<file path="src/common/mcd_pkg.sv">
// Package for the measurement command decoder: command codes, memory
// layout, reply sizes and status byte fields.
// Assumes both link ends and the bench import nothing and use mcd_pkg::name.
package mcd_pkg;

    typedef enum logic [1:0] {
        MCD_MODE_POWERUP,
        MCD_MODE_SLEEP,
        MCD_MODE_CMD,
        MCD_MODE_CYCLIC
    } mcd_mode_t;

    localparam logic [7:0] MCD_CMD_READ_LAST   = 8'h1F;
    localparam logic [7:0] MCD_CMD_WRITE_FIRST = 8'h20;
    localparam logic [7:0] MCD_CMD_WRITE_LAST  = 8'h3C;
    localparam logic [7:0] MCD_CMD_CHECKSUM    = 8'h90;
    localparam logic [7:0] MCD_CMD_RAW_SENSOR  = 8'hA2;
    localparam logic [7:0] MCD_CMD_RAW_USER    = 8'hA3;
    localparam logic [7:0] MCD_CMD_RAW_TEMP    = 8'hA6;
    localparam logic [7:0] MCD_CMD_SLEEP       = 8'hA8;
    localparam logic [7:0] MCD_CMD_ENTER_CMD   = 8'hA9;
    localparam logic [7:0] MCD_CMD_MEASURE     = 8'hAA;

    // Memory words and the configuration slots inside it
    localparam int         MCD_MEM_WORDS       = 32;
    localparam logic [4:0] MCD_ADDR_SENSOR_CFG = 5'h03;
    localparam logic [4:0] MCD_ADDR_TEMP_CFG   = 5'h04;
    localparam logic [4:0] MCD_ADDR_SCALE_CFG  = 5'h05;
    localparam logic [4:0] MCD_ADDR_CHECKSUM   = 5'h1C;
    localparam logic [15:0] MCD_MEM_RESET      = 16'h0000;

    // Measurement kinds in full-measure order
    localparam logic [1:0] MCD_KIND_SENSOR_ZERO = 2'h0;
    localparam logic [1:0] MCD_KIND_SENSOR      = 2'h1;
    localparam logic [1:0] MCD_KIND_TEMP_ZERO   = 2'h2;
    localparam logic [1:0] MCD_KIND_TEMP        = 2'h3;

    // Reply lengths in bytes, status byte not counted
    localparam logic [2:0] MCD_LEN_NONE = 3'h0;
    localparam logic [2:0] MCD_LEN_WORD = 3'h2;
    localparam logic [2:0] MCD_LEN_RAW  = 3'h3;
    localparam logic [2:0] MCD_LEN_FULL = 3'h6;

    localparam int         MCD_ST_POWER = 6;
    localparam int         MCD_ST_BUSY  = 5;
    localparam logic [1:0] MCD_ST_MODE_NORMAL = 2'h0;
    localparam logic [1:0] MCD_ST_MODE_CMD    = 2'h1;

    function automatic logic mcd_is_write(input logic [7:0] cmd);
        return cmd >= MCD_CMD_WRITE_FIRST && cmd <= MCD_CMD_WRITE_LAST;
    endfunction

    // Command availability per operating mode
    function automatic logic mcd_cmd_ok(input mcd_mode_t mode, input logic [7:0] cmd);
        logic base;
        base = cmd <= MCD_CMD_READ_LAST || mcd_is_write(cmd) || cmd == MCD_CMD_CHECKSUM
            || cmd == MCD_CMD_RAW_SENSOR || cmd == MCD_CMD_RAW_USER
            || cmd == MCD_CMD_RAW_TEMP || cmd == MCD_CMD_MEASURE;
        case (mode)
            MCD_MODE_POWERUP: return cmd == MCD_CMD_ENTER_CMD;
            MCD_MODE_SLEEP:   return base;
            MCD_MODE_CMD:     return base || cmd == MCD_CMD_SLEEP || cmd == MCD_CMD_ENTER_CMD;
            MCD_MODE_CYCLIC:  return cmd == MCD_CMD_SLEEP;
            default:          return 1'b0;
        endcase
    endfunction

    // Half of signal minus its auto-zero sample, LSB aligned
    function automatic logic [23:0] mcd_raw_half(input logic [23:0] sig, input logic [23:0] zero);
        logic signed [24:0] diff;
        diff = $signed({sig[23], sig}) - $signed({zero[23], zero});
        return diff[24:1];
    endfunction

endpackage

</file>
<file path="src/common/mcd_link_if.sv">
// Link between the host controller and the command decoder, at the level
// of whole commands and replies; the serial framing lies outside.
// Assumes both ends share one clock.
`timescale 1ns/10ps
interface mcd_link_if;
    logic        req_valid;
    logic [7:0]  req_cmd;
    logic [15:0] req_data;
    logic        ack_valid;
    logic        ack_ok;
    logic        rsp_valid;
    logic [47:0] rsp_data;
    logic [2:0]  rsp_len;
    logic [7:0]  status;

    modport dev (
        input  req_valid, req_cmd, req_data,
        output ack_valid, ack_ok, rsp_valid, rsp_data, rsp_len, status
    );
    modport host (
        output req_valid, req_cmd, req_data,
        input  ack_valid, ack_ok, rsp_valid, rsp_data, rsp_len, status
    );
endinterface

</file>
<file path="src/design/mcd_device.sv">
// Device end: decodes commands, runs memory access, checksum and
// measurement sequences, and formats results into the reply word.
// Assumes an external converter and correction unit with start/done handshakes.
`timescale 1ns/10ps
module mcd_device (
    input  wire logic        clock,
    input  wire logic        resetn,
    mcd_link_if.dev          link,
    output logic             meas_start,
    output logic [1:0]       meas_kind,
    output logic             meas_swap,
    output logic [15:0]      meas_cfg,
    output logic [15:0]      meas_scale,
    input  wire logic        meas_done,
    input  wire logic [23:0] meas_value,
    output logic             corr_start,
    output logic [23:0]      corr_sensor_raw,
    output logic [23:0]      corr_temp_raw,
    input  wire logic        corr_done,
    input  wire logic [23:0] corr_sensor,
    input  wire logic [23:0] corr_temp,
    input  wire logic        nvm_locked,
    input  wire logic        cyclic_enter
);

    typedef enum logic [2:0] {
        MCD_S_IDLE,
        MCD_S_MEAS_GO,
        MCD_S_MEAS_WAIT,
        MCD_S_CORR_GO,
        MCD_S_CORR_WAIT,
        MCD_S_SUM,
        MCD_S_REPLY
    } mcd_state_t;

    typedef enum logic [1:0] {
        MCD_OP_RAW_SENSOR,
        MCD_OP_RAW_TEMP,
        MCD_OP_FULL
    } mcd_op_t;

    mcd_pkg::mcd_mode_t mode_reg;
    mcd_state_t         state_reg;
    mcd_op_t            op_reg;
    logic [15:0]        mem [mcd_pkg::MCD_MEM_WORDS];
    logic [1:0]         step_reg;
    logic [1:0]         last_reg;
    logic [15:0]        sens_cfg_reg;
    logic [15:0]        temp_cfg_reg;
    logic [23:0]        sample_reg [4];
    logic [15:0]        sum_reg;
    logic [4:0]         sum_idx_reg;
    logic               accept;
    logic               is_write;
    logic [4:0]         write_addr;

    assign is_write   = mcd_pkg::mcd_is_write(link.req_cmd);
    assign write_addr = 5'(link.req_cmd - mcd_pkg::MCD_CMD_WRITE_FIRST);
    // Refused requests leave mode, memory and results alone
    assign accept = link.req_valid && state_reg == MCD_S_IDLE
        && mcd_pkg::mcd_cmd_ok(mode_reg, link.req_cmd)
        && !(is_write && nvm_locked);

    always_ff @(posedge clock or negedge resetn) begin
        if (!resetn) begin
            link.ack_valid <= 1'b0;
            link.ack_ok    <= 1'b0;
        end else begin
            link.ack_valid <= link.req_valid;
            link.ack_ok    <= accept;
        end
    end

    // Power-up state only leaves on command-mode entry
    always_ff @(posedge clock or negedge resetn) begin
        if (!resetn) begin
            mode_reg <= mcd_pkg::MCD_MODE_POWERUP;
        end else if (accept && link.req_cmd == mcd_pkg::MCD_CMD_SLEEP) begin
            mode_reg <= mcd_pkg::MCD_MODE_SLEEP;
        end else if (accept && link.req_cmd == mcd_pkg::MCD_CMD_ENTER_CMD) begin
            mode_reg <= mcd_pkg::MCD_MODE_CMD;
        end else if (cyclic_enter && state_reg == MCD_S_IDLE && !link.req_valid
                     && mode_reg != mcd_pkg::MCD_MODE_POWERUP) begin
            mode_reg <= mcd_pkg::MCD_MODE_CYCLIC;
        end
    end

    always_ff @(posedge clock or negedge resetn) begin
        if (!resetn) begin
            link.status <= 8'h00;
        end else begin
            link.status <= 8'h00;
            link.status[mcd_pkg::MCD_ST_POWER] <= 1'b1;
            link.status[mcd_pkg::MCD_ST_BUSY]  <= state_reg != MCD_S_IDLE;
            link.status[4:3] <= mode_reg == mcd_pkg::MCD_MODE_CMD
                ? mcd_pkg::MCD_ST_MODE_CMD : mcd_pkg::MCD_ST_MODE_NORMAL;
        end
    end

    always_ff @(posedge clock or negedge resetn) begin
        if (!resetn) begin
            for (int i = 0; i < mcd_pkg::MCD_MEM_WORDS; i++) begin
                mem[i] <= mcd_pkg::MCD_MEM_RESET;
            end
        end else if (accept && is_write) begin
            mem[write_addr] <= link.req_data;
        end else if (state_reg == MCD_S_SUM && sum_idx_reg == mcd_pkg::MCD_ADDR_CHECKSUM) begin
            mem[mcd_pkg::MCD_ADDR_CHECKSUM] <= sum_reg;
        end
    end

    // Shadow setup words latched at command start
    always_ff @(posedge clock or negedge resetn) begin
        if (!resetn) begin
            sens_cfg_reg <= 16'h0000;
            temp_cfg_reg <= 16'h0000;
            meas_scale   <= 16'h0000;
        end else if (accept) begin
            case (link.req_cmd)
                mcd_pkg::MCD_CMD_RAW_SENSOR: begin
                    sens_cfg_reg <= mem[mcd_pkg::MCD_ADDR_SENSOR_CFG];
                end
                mcd_pkg::MCD_CMD_RAW_USER: begin
                    sens_cfg_reg <= link.req_data;
                end
                mcd_pkg::MCD_CMD_RAW_TEMP, mcd_pkg::MCD_CMD_MEASURE: begin
                    sens_cfg_reg <= mem[mcd_pkg::MCD_ADDR_SENSOR_CFG];
                    temp_cfg_reg <= mem[mcd_pkg::MCD_ADDR_TEMP_CFG];
                    meas_scale   <= mem[mcd_pkg::MCD_ADDR_SCALE_CFG];
                end
                default: begin
                end
            endcase
        end
    end

    always_ff @(posedge clock or negedge resetn) begin
        if (!resetn) begin
            state_reg       <= MCD_S_IDLE;
            op_reg          <= MCD_OP_FULL;
            step_reg        <= 2'h0;
            last_reg        <= 2'h0;
            sum_reg         <= 16'h0000;
            sum_idx_reg     <= 5'h00;
            meas_start      <= 1'b0;
            meas_kind       <= 2'h0;
            meas_swap       <= 1'b0;
            meas_cfg        <= 16'h0000;
            corr_start      <= 1'b0;
            corr_sensor_raw <= 24'h000000;
            corr_temp_raw   <= 24'h000000;
            link.rsp_valid  <= 1'b0;
            link.rsp_data   <= 48'h000000000000;
            link.rsp_len    <= mcd_pkg::MCD_LEN_NONE;
            for (int i = 0; i < 4; i++) begin
                sample_reg[i] <= 24'h000000;
            end
        end else begin
            meas_start     <= 1'b0;
            corr_start     <= 1'b0;
            link.rsp_valid <= 1'b0;
            case (state_reg)
                MCD_S_IDLE: begin
                    if (accept) begin
                        state_reg     <= MCD_S_REPLY;
                        link.rsp_len  <= mcd_pkg::MCD_LEN_NONE;
                        link.rsp_data <= 48'h000000000000;
                        if (link.req_cmd <= mcd_pkg::MCD_CMD_READ_LAST) begin
                            link.rsp_data <= {32'h00000000, mem[link.req_cmd[4:0]]};
                            link.rsp_len  <= mcd_pkg::MCD_LEN_WORD;
                        end else if (link.req_cmd == mcd_pkg::MCD_CMD_CHECKSUM) begin
                            state_reg   <= MCD_S_SUM;
                            sum_reg     <= 16'h0000;
                            sum_idx_reg <= 5'h00;
                        end else if (link.req_cmd == mcd_pkg::MCD_CMD_RAW_SENSOR
                                  || link.req_cmd == mcd_pkg::MCD_CMD_RAW_USER) begin
                            state_reg <= MCD_S_MEAS_GO;
                            op_reg    <= MCD_OP_RAW_SENSOR;
                            step_reg  <= mcd_pkg::MCD_KIND_SENSOR_ZERO;
                            last_reg  <= mcd_pkg::MCD_KIND_SENSOR;
                        end else if (link.req_cmd == mcd_pkg::MCD_CMD_RAW_TEMP) begin
                            state_reg <= MCD_S_MEAS_GO;
                            op_reg    <= MCD_OP_RAW_TEMP;
                            step_reg  <= mcd_pkg::MCD_KIND_TEMP_ZERO;
                            last_reg  <= mcd_pkg::MCD_KIND_TEMP;
                        end else if (link.req_cmd == mcd_pkg::MCD_CMD_MEASURE) begin
                            state_reg <= MCD_S_MEAS_GO;
                            op_reg    <= MCD_OP_FULL;
                            step_reg  <= mcd_pkg::MCD_KIND_SENSOR_ZERO;
                            last_reg  <= mcd_pkg::MCD_KIND_TEMP;
                        end
                    end
                end
                MCD_S_MEAS_GO: begin
                    // Zero sample keeps the signal setup; only the swap flag and the kind differ
                    meas_start <= 1'b1;
                    meas_kind  <= step_reg;
                    meas_swap  <= !step_reg[0];
                    meas_cfg   <= step_reg[1] ? temp_cfg_reg : sens_cfg_reg;
                    state_reg  <= MCD_S_MEAS_WAIT;
                end
                MCD_S_MEAS_WAIT: begin
                    if (meas_done) begin
                        sample_reg[step_reg] <= meas_value;
                        if (step_reg != last_reg) begin
                            step_reg  <= 2'(step_reg + 2'h1);
                            state_reg <= MCD_S_MEAS_GO;
                        end else if (op_reg == MCD_OP_FULL) begin
                            corr_sensor_raw <= mcd_pkg::mcd_raw_half(
                                sample_reg[mcd_pkg::MCD_KIND_SENSOR],
                                sample_reg[mcd_pkg::MCD_KIND_SENSOR_ZERO]);
                            corr_temp_raw <= mcd_pkg::mcd_raw_half(meas_value,
                                sample_reg[mcd_pkg::MCD_KIND_TEMP_ZERO]);
                            state_reg <= MCD_S_CORR_GO;
                        end else begin
                            // Raw word sits at the low end
                            link.rsp_data <= {24'h000000, mcd_pkg::mcd_raw_half(meas_value,
                                sample_reg[{step_reg[1], 1'b0}])};
                            link.rsp_len  <= mcd_pkg::MCD_LEN_RAW;
                            state_reg     <= MCD_S_REPLY;
                        end
                    end
                end
                MCD_S_CORR_GO: begin
                    corr_start <= 1'b1;
                    state_reg  <= MCD_S_CORR_WAIT;
                end
                MCD_S_CORR_WAIT: begin
                    if (corr_done) begin
                        // Fractions passed whole, bit 23 weight one
                        link.rsp_data <= {corr_sensor, corr_temp};
                        link.rsp_len  <= mcd_pkg::MCD_LEN_FULL;
                        state_reg     <= MCD_S_REPLY;
                    end
                end
                MCD_S_SUM: begin
                    // Sum over all words below the checksum slot, one per cycle
                    if (sum_idx_reg == mcd_pkg::MCD_ADDR_CHECKSUM) begin
                        state_reg <= MCD_S_REPLY;
                    end else begin
                        sum_reg     <= 16'(sum_reg + mem[sum_idx_reg]);
                        sum_idx_reg <= 5'(sum_idx_reg + 5'h01);
                    end
                end
                MCD_S_REPLY: begin
                    link.rsp_valid <= 1'b1;
                    state_reg      <= MCD_S_IDLE;
                end
                default: begin
                    state_reg <= MCD_S_IDLE;
                end
            endcase
        end
    end

endmodule

</file>
<file path="src/flat_wrapper.sv">
// flat-port wrapper written by rule: the top's interface ports become plain ports
module mcd_device_flat 
  (clock, resetn, meas_start, meas_kind, meas_swap, meas_cfg, meas_scale, meas_done, meas_value, corr_start, corr_sensor_raw, corr_temp_raw, corr_done, corr_sensor, corr_temp, nvm_locked, cyclic_enter, link_req_valid, link_req_cmd, link_req_data, link_ack_valid, link_ack_ok, link_rsp_valid, link_rsp_data, link_rsp_len, link_status);
  mcd_link_if link_i ();
  input  wire logic clock;
  input  wire logic resetn;
  output logic meas_start;
  output logic [1:0] meas_kind;
  output logic meas_swap;
  output logic [15:0] meas_cfg;
  output logic [15:0] meas_scale;
  input  wire logic meas_done;
  input  wire logic [23:0] meas_value;
  output logic corr_start;
  output logic [23:0] corr_sensor_raw;
  output logic [23:0] corr_temp_raw;
  input  wire logic corr_done;
  input  wire logic [23:0] corr_sensor;
  input  wire logic [23:0] corr_temp;
  input  wire logic nvm_locked;
  input  wire logic cyclic_enter;
  input wire logic [$bits(link_i.req_valid)-1:0] link_req_valid;
  input wire logic [$bits(link_i.req_cmd)-1:0] link_req_cmd;
  input wire logic [$bits(link_i.req_data)-1:0] link_req_data;
  output wire logic [$bits(link_i.ack_valid)-1:0] link_ack_valid;
  output wire logic [$bits(link_i.ack_ok)-1:0] link_ack_ok;
  output wire logic [$bits(link_i.rsp_valid)-1:0] link_rsp_valid;
  output wire logic [$bits(link_i.rsp_data)-1:0] link_rsp_data;
  output wire logic [$bits(link_i.rsp_len)-1:0] link_rsp_len;
  output wire logic [$bits(link_i.status)-1:0] link_status;
  assign link_i.req_valid = link_req_valid;
  assign link_i.req_cmd = link_req_cmd;
  assign link_i.req_data = link_req_data;
  assign link_ack_valid = link_i.ack_valid;
  assign link_ack_ok = link_i.ack_ok;
  assign link_rsp_valid = link_i.rsp_valid;
  assign link_rsp_data = link_i.rsp_data;
  assign link_rsp_len = link_i.rsp_len;
  assign link_status = link_i.status;
  mcd_device u_core (.clock(clock), .resetn(resetn), .link(link_i), .meas_start(meas_start), .meas_kind(meas_kind), .meas_swap(meas_swap), .meas_cfg(meas_cfg), .meas_scale(meas_scale), .meas_done(meas_done), .meas_value(meas_value), .corr_start(corr_start), .corr_sensor_raw(corr_sensor_raw), .corr_temp_raw(corr_temp_raw), .corr_done(corr_done), .corr_sensor(corr_sensor), .corr_temp(corr_temp), .nvm_locked(nvm_locked), .cyclic_enter(cyclic_enter));
endmodule
</file>
<file path="config.mk">
export PLATFORM = sky130hd
export DESIGN_NAME = mcd_device_flat
export DESIGN_NICKNAME = d
export VERILOG_FILES = /design/src/common/mcd_pkg.sv /design/src/common/mcd_link_if.sv /design/src/design/mcd_device.sv /design/src/flat_wrapper.sv
export SDC_FILE = /design/constraint.sdc
export NUM_CORES = 2
export LEC_CHECK = 0
export BUFFER_PORTS_ARGS = -buffer_cell sky130_fd_sc_hd__buf_2
export CAP_MARGIN = 20
export CORE_MARGIN = 2
export CORE_UTILIZATION = 35
export CTS_CLUSTER_SIZE = 40
export DETAILED_ROUTE_END_ITERATION = 8
export PLACE_DENSITY = 0.5
export SLEW_MARGIN = 40
export SYNTH_ARGS = -nofsm -noshare
export SYNTH_HDL_FRONTEND = slang
export SYNTH_SLANG_ARGS = --single-unit
</file>
<file path="constraint.sdc">
create_clock -name clock -period 5.2 [get_ports clock]
set_clock_uncertainty 0.1 [all_clocks]
set_input_delay 0.78 -clock clock [delete_from_list [all_inputs] [get_ports clock]]
set_output_delay 0.78 -clock clock [all_outputs]
set_load 0.1 [all_outputs]
</file>
==> results.py <==
metrics = {
    "placement": {
        "dpl_cell_area_sq_um": 45530,
        "portBuffers": 244,
        "hpwl_um": 84430,
        "place_inst": 4826,
        "finalWeightedCongestion": 0.8567,
    },
    "min_path": {
        "hold_path_class": "input port to flip-flop",
        "holdCritStartpoint": "link_req_valid",
    },
    "power": {
        "p_leak_nw": 22.84,
        "clockPowerShare_pct": 30.6,
        "sequentialPowerShare_pct": 32.4,
        "switching_share_pct": 38.56,
        "p_sw_mw": 8.672,
        "ir_drop_v": 0.0002948,
        "p_per_area_nw_per_um2": 460.7,
        "internal-power_mw": 13.82,
        "p_comb_share_pct": 37.0,
    },
    "clock_network": {
        "clock_sinks": 790,
        "clk_latency_ns": 0.67,
        "cts-resized-gates": 0,
        "cts_buffers": 91,
        "path_clk_slew_ns": 0.06,
        "cts_setup_buffers": 0,
        "cts_tree": "yes",
        "cts_buffer_depth": 3,
        "cts-root-buf": "clkbuf_16",
        "htreeDepth": 3,
        "postCtsHoldBufs": 0,
    },
    "cells_and_area": {
        "nets": 3506,
        "fillCellCount": 11230,
        "largest_reg_flops": 512,
        "insertedDiodeCount": 0,
        "design_area_sq_um": 48810,
        "utilization_pct": 40.69,
        "drive_gt1_share_pct": 42.63,
        "synthToLayoutAreaGrowth_pct": 15.30,
        "fin_cells": 4999,
    },
    "synthesis": {
        "synth_area_leaders": "dfrtp_1 47%, mux4_2 17%, mux2_2 15%, ha_1 2.6%, clkbuf_1 1.8%",
        "ys_seq_elements": 790,
        "synth.cells.most_frequent": "789 x dfrtp_1, 575 x mux2_2, 320 x mux4_2",
        "synth_edf_count": 0,
        "synthFlopType": "dfrtp_1",
        "yosysSeqAreaShare_pct": 46.70,
        "syn_inst": 3155,
        "avgSynthCellArea_sq_um": 13.42,
        "netlist_area_sq_um": 42330,
        "post-synth-top-area-cell": "dfrtp_1",
        "async_flop_share_pct": 100.0,
        "synth.most_common_cell": "dfrtp_1",
        "synth_cell_types": 77,
        "ys_warn_count": 0,
        "yosys.area.top_type_share_pct": 46.64,
    },
    "floorplanning": {
        "die_area_sq_um": 123700,
        "num_rows": 127,
        "die_w_um": 351.8,
        "io_pins": 250,
        "placeableCoreArea_sq_um": 120000,
        "die_y_um": 351.8,
        "initial_utilization_pct": 35.28,
    },
    "setup_path": {
        "reg2reg_from": "u_core.sum_idx_reg[0]$_DFFE_PN0P_",
        "end_kind": "flip-flop",
        "worstPathBufferInverterCount": 2,
        "path_delay_family": "multiplexers",
        "crit_start": "u_core.sum_idx_reg[0]$_DFFE_PN0P_",
        "crit_chain": "buf_12 -> buf_4 -> mux4_2 -> mux4_2 -> mux2_2 -> fa_1 -> a21oi_1 -> nor2b_1 -> o31a_1 -> o41ai_2 -> o21ai_0 -> o41ai_1 -> mux2i_1 -> a22oi_1 -> nand2_1",
        "path_common_cell": "mux4_2",
        "crit_type": "flip-flop to flip-flop",
        "slowest_delay_ns": 0.52,
        "cp_data_arrival_time_ns": 5.36,
        "critPathLaunchType": "flip-flop",
        "regToRegSetupSlack_ns": 0.35,
        "crit_slowest_cell": "mux4_2",
        "worst-path-max-fanout": 23,
        "worst-endpoint-required_ns": 5.71,
    },
    "sta": {
        "rsz0062_at_grt": "false",
        "setup-violations-final": 0,
        "worst_pin_slew_ns": 0.8846,
        "fmax_mhz": 206.4,
        "fin_crit_ns": 4.845,
        "fin_crit_sh_pct": 93.18,
        "slew_headroom_pct": 40.89,
        "fin_tns_setup_ns": 0,
        "hold_viol": 0,
        "slew_viol_final": 0,
    },
    "route": {
        "routed_wl_um": 124700,
        "ant_nets": 0,
        "viasPerCell": 5.481,
        "wl_per_cell_um": 24.95,
        "firstDrtPassIters": 7,
        "vias": 27400,
        "drtIter0Drc": 1836,
        "drcViolationCount": 0,
    },
    "global_route": {
        "gr-total-overflow": 0,
        "grt_usage_pct": 20.26,
        "grt_antenna_before_repair": 8,
        "grt_pass1_wl_um": 187400,
        "grt_pass1_vias": 27920,
        "grt_max_degree": 132,
    },
    "run": {
        "max-cap-violations": 0,
    },
    "outcome": {
        "status": "finished, final reports clean",
    },
}
[cell type report]
type | count | area, sq um | area share [%]
clock buffer | 120 | 2586 | 5.299
timing repair buffer | 336 | 2261 | 4.632
sequential | 790 | 19780 | 40.53
multi-input combinational | 2020 | 21270 | 43.58
clock inverter | 50 | 625.6 | 1.282
inverter | 71 | 266.5 | 0.5460
tap | 1612 | 2017 | 4.132
[final timing paths]
check	to	depth (start not counted)
min	u_core.link.ack_valid$_DFF_PN0_	1
min in group asynchronous	u_core.sample_reg[49]$_DFFE_PN0P_	2
max	u_core.sum_reg[14]$_DFFE_PN0P_	15
min reg2reg	u_core.mem[19]$_DFFE_PN0P_	0
max reg2reg	u_core.sum_reg[14]$_DFFE_PN0P_	15
max in group asynchronous	u_core.mem[155]$_DFFE_PN0P_	4
[power groups by stage]
stage          registers, mW  clock network [mW]  logic [mW]
6_report                7.28                6.89        8.32
5_1_grt                 7.37                7.31        9.00
2_1_floorplan           8.71                   0        4.79
3_3_place_gp            7.37                   0        8.31
3_5_place_dp            7.38                   0        8.39
4_1_cts                 7.28                7.08        8.41
[logic make-up after synthesis]
logic type      share of synthesized area, %
simple gates                           4.995
compound gates                         6.689
flops                                  46.70
mux                                    34.05
other cells                          0.01774
fa+ha+maj                              2.820
xor+xnor                               1.386
buf+inv                                3.340
[routing by layer]
layer / track usage [%] / up-vias / part of all wire, %
met5: 0 / - / 0.022
met4: 5.538 / 4 / 2.2
met3: 2.959 / 161 / 4.6
met2: 34.23 / 642 / 49
met1: 27.16 / 14450 / 44
li1: - / 12140 / -
[layout by cell type (no fill, tap or decap), types with 7 or more instances in the layout]
cell	instances
a211oi_1	10
a21o_1	33
a21oi_1	127
a221oi_1	7
a22o_1	26
a31oi_1	15
and3_1	16
buf_12	20
buf_2	240
buf_4	67
bufinv_16	13
clkbuf_1	9
clkbuf_16	91
clkbuf_8	20
clkinv_2	27
dfrtp_1	784
ha_1	89
inv_1	71
mux2_2	575
mux2i_1	72
mux4_2	320
nand2_1	162
nand2b_1	26
nand3_1	19
nor2_1	111
nor2b_1	13
nor3_1	23
nor3_4	11
o21a_1	15
o21ai_0	132
o21bai_1	7
o22ai_1	7
o31ai_1	18
or3_1	8
xnor2_1	38
xor2_1	29
[metrics by stage]
step                hold WS [ns]  power, mW  setup WS [ns]
detailed placement        0.2797      15.78         0.3110
floorplan                 0.3399      13.50         0.1435
global route              0.1943      23.68       0.004706
global placement          0.2761      15.68         0.3586
finish                    0.2103      22.49         0.3549
CTS                      0.01501      22.77         0.3181
Note: power is estimated with default switching activity, not from simulation.
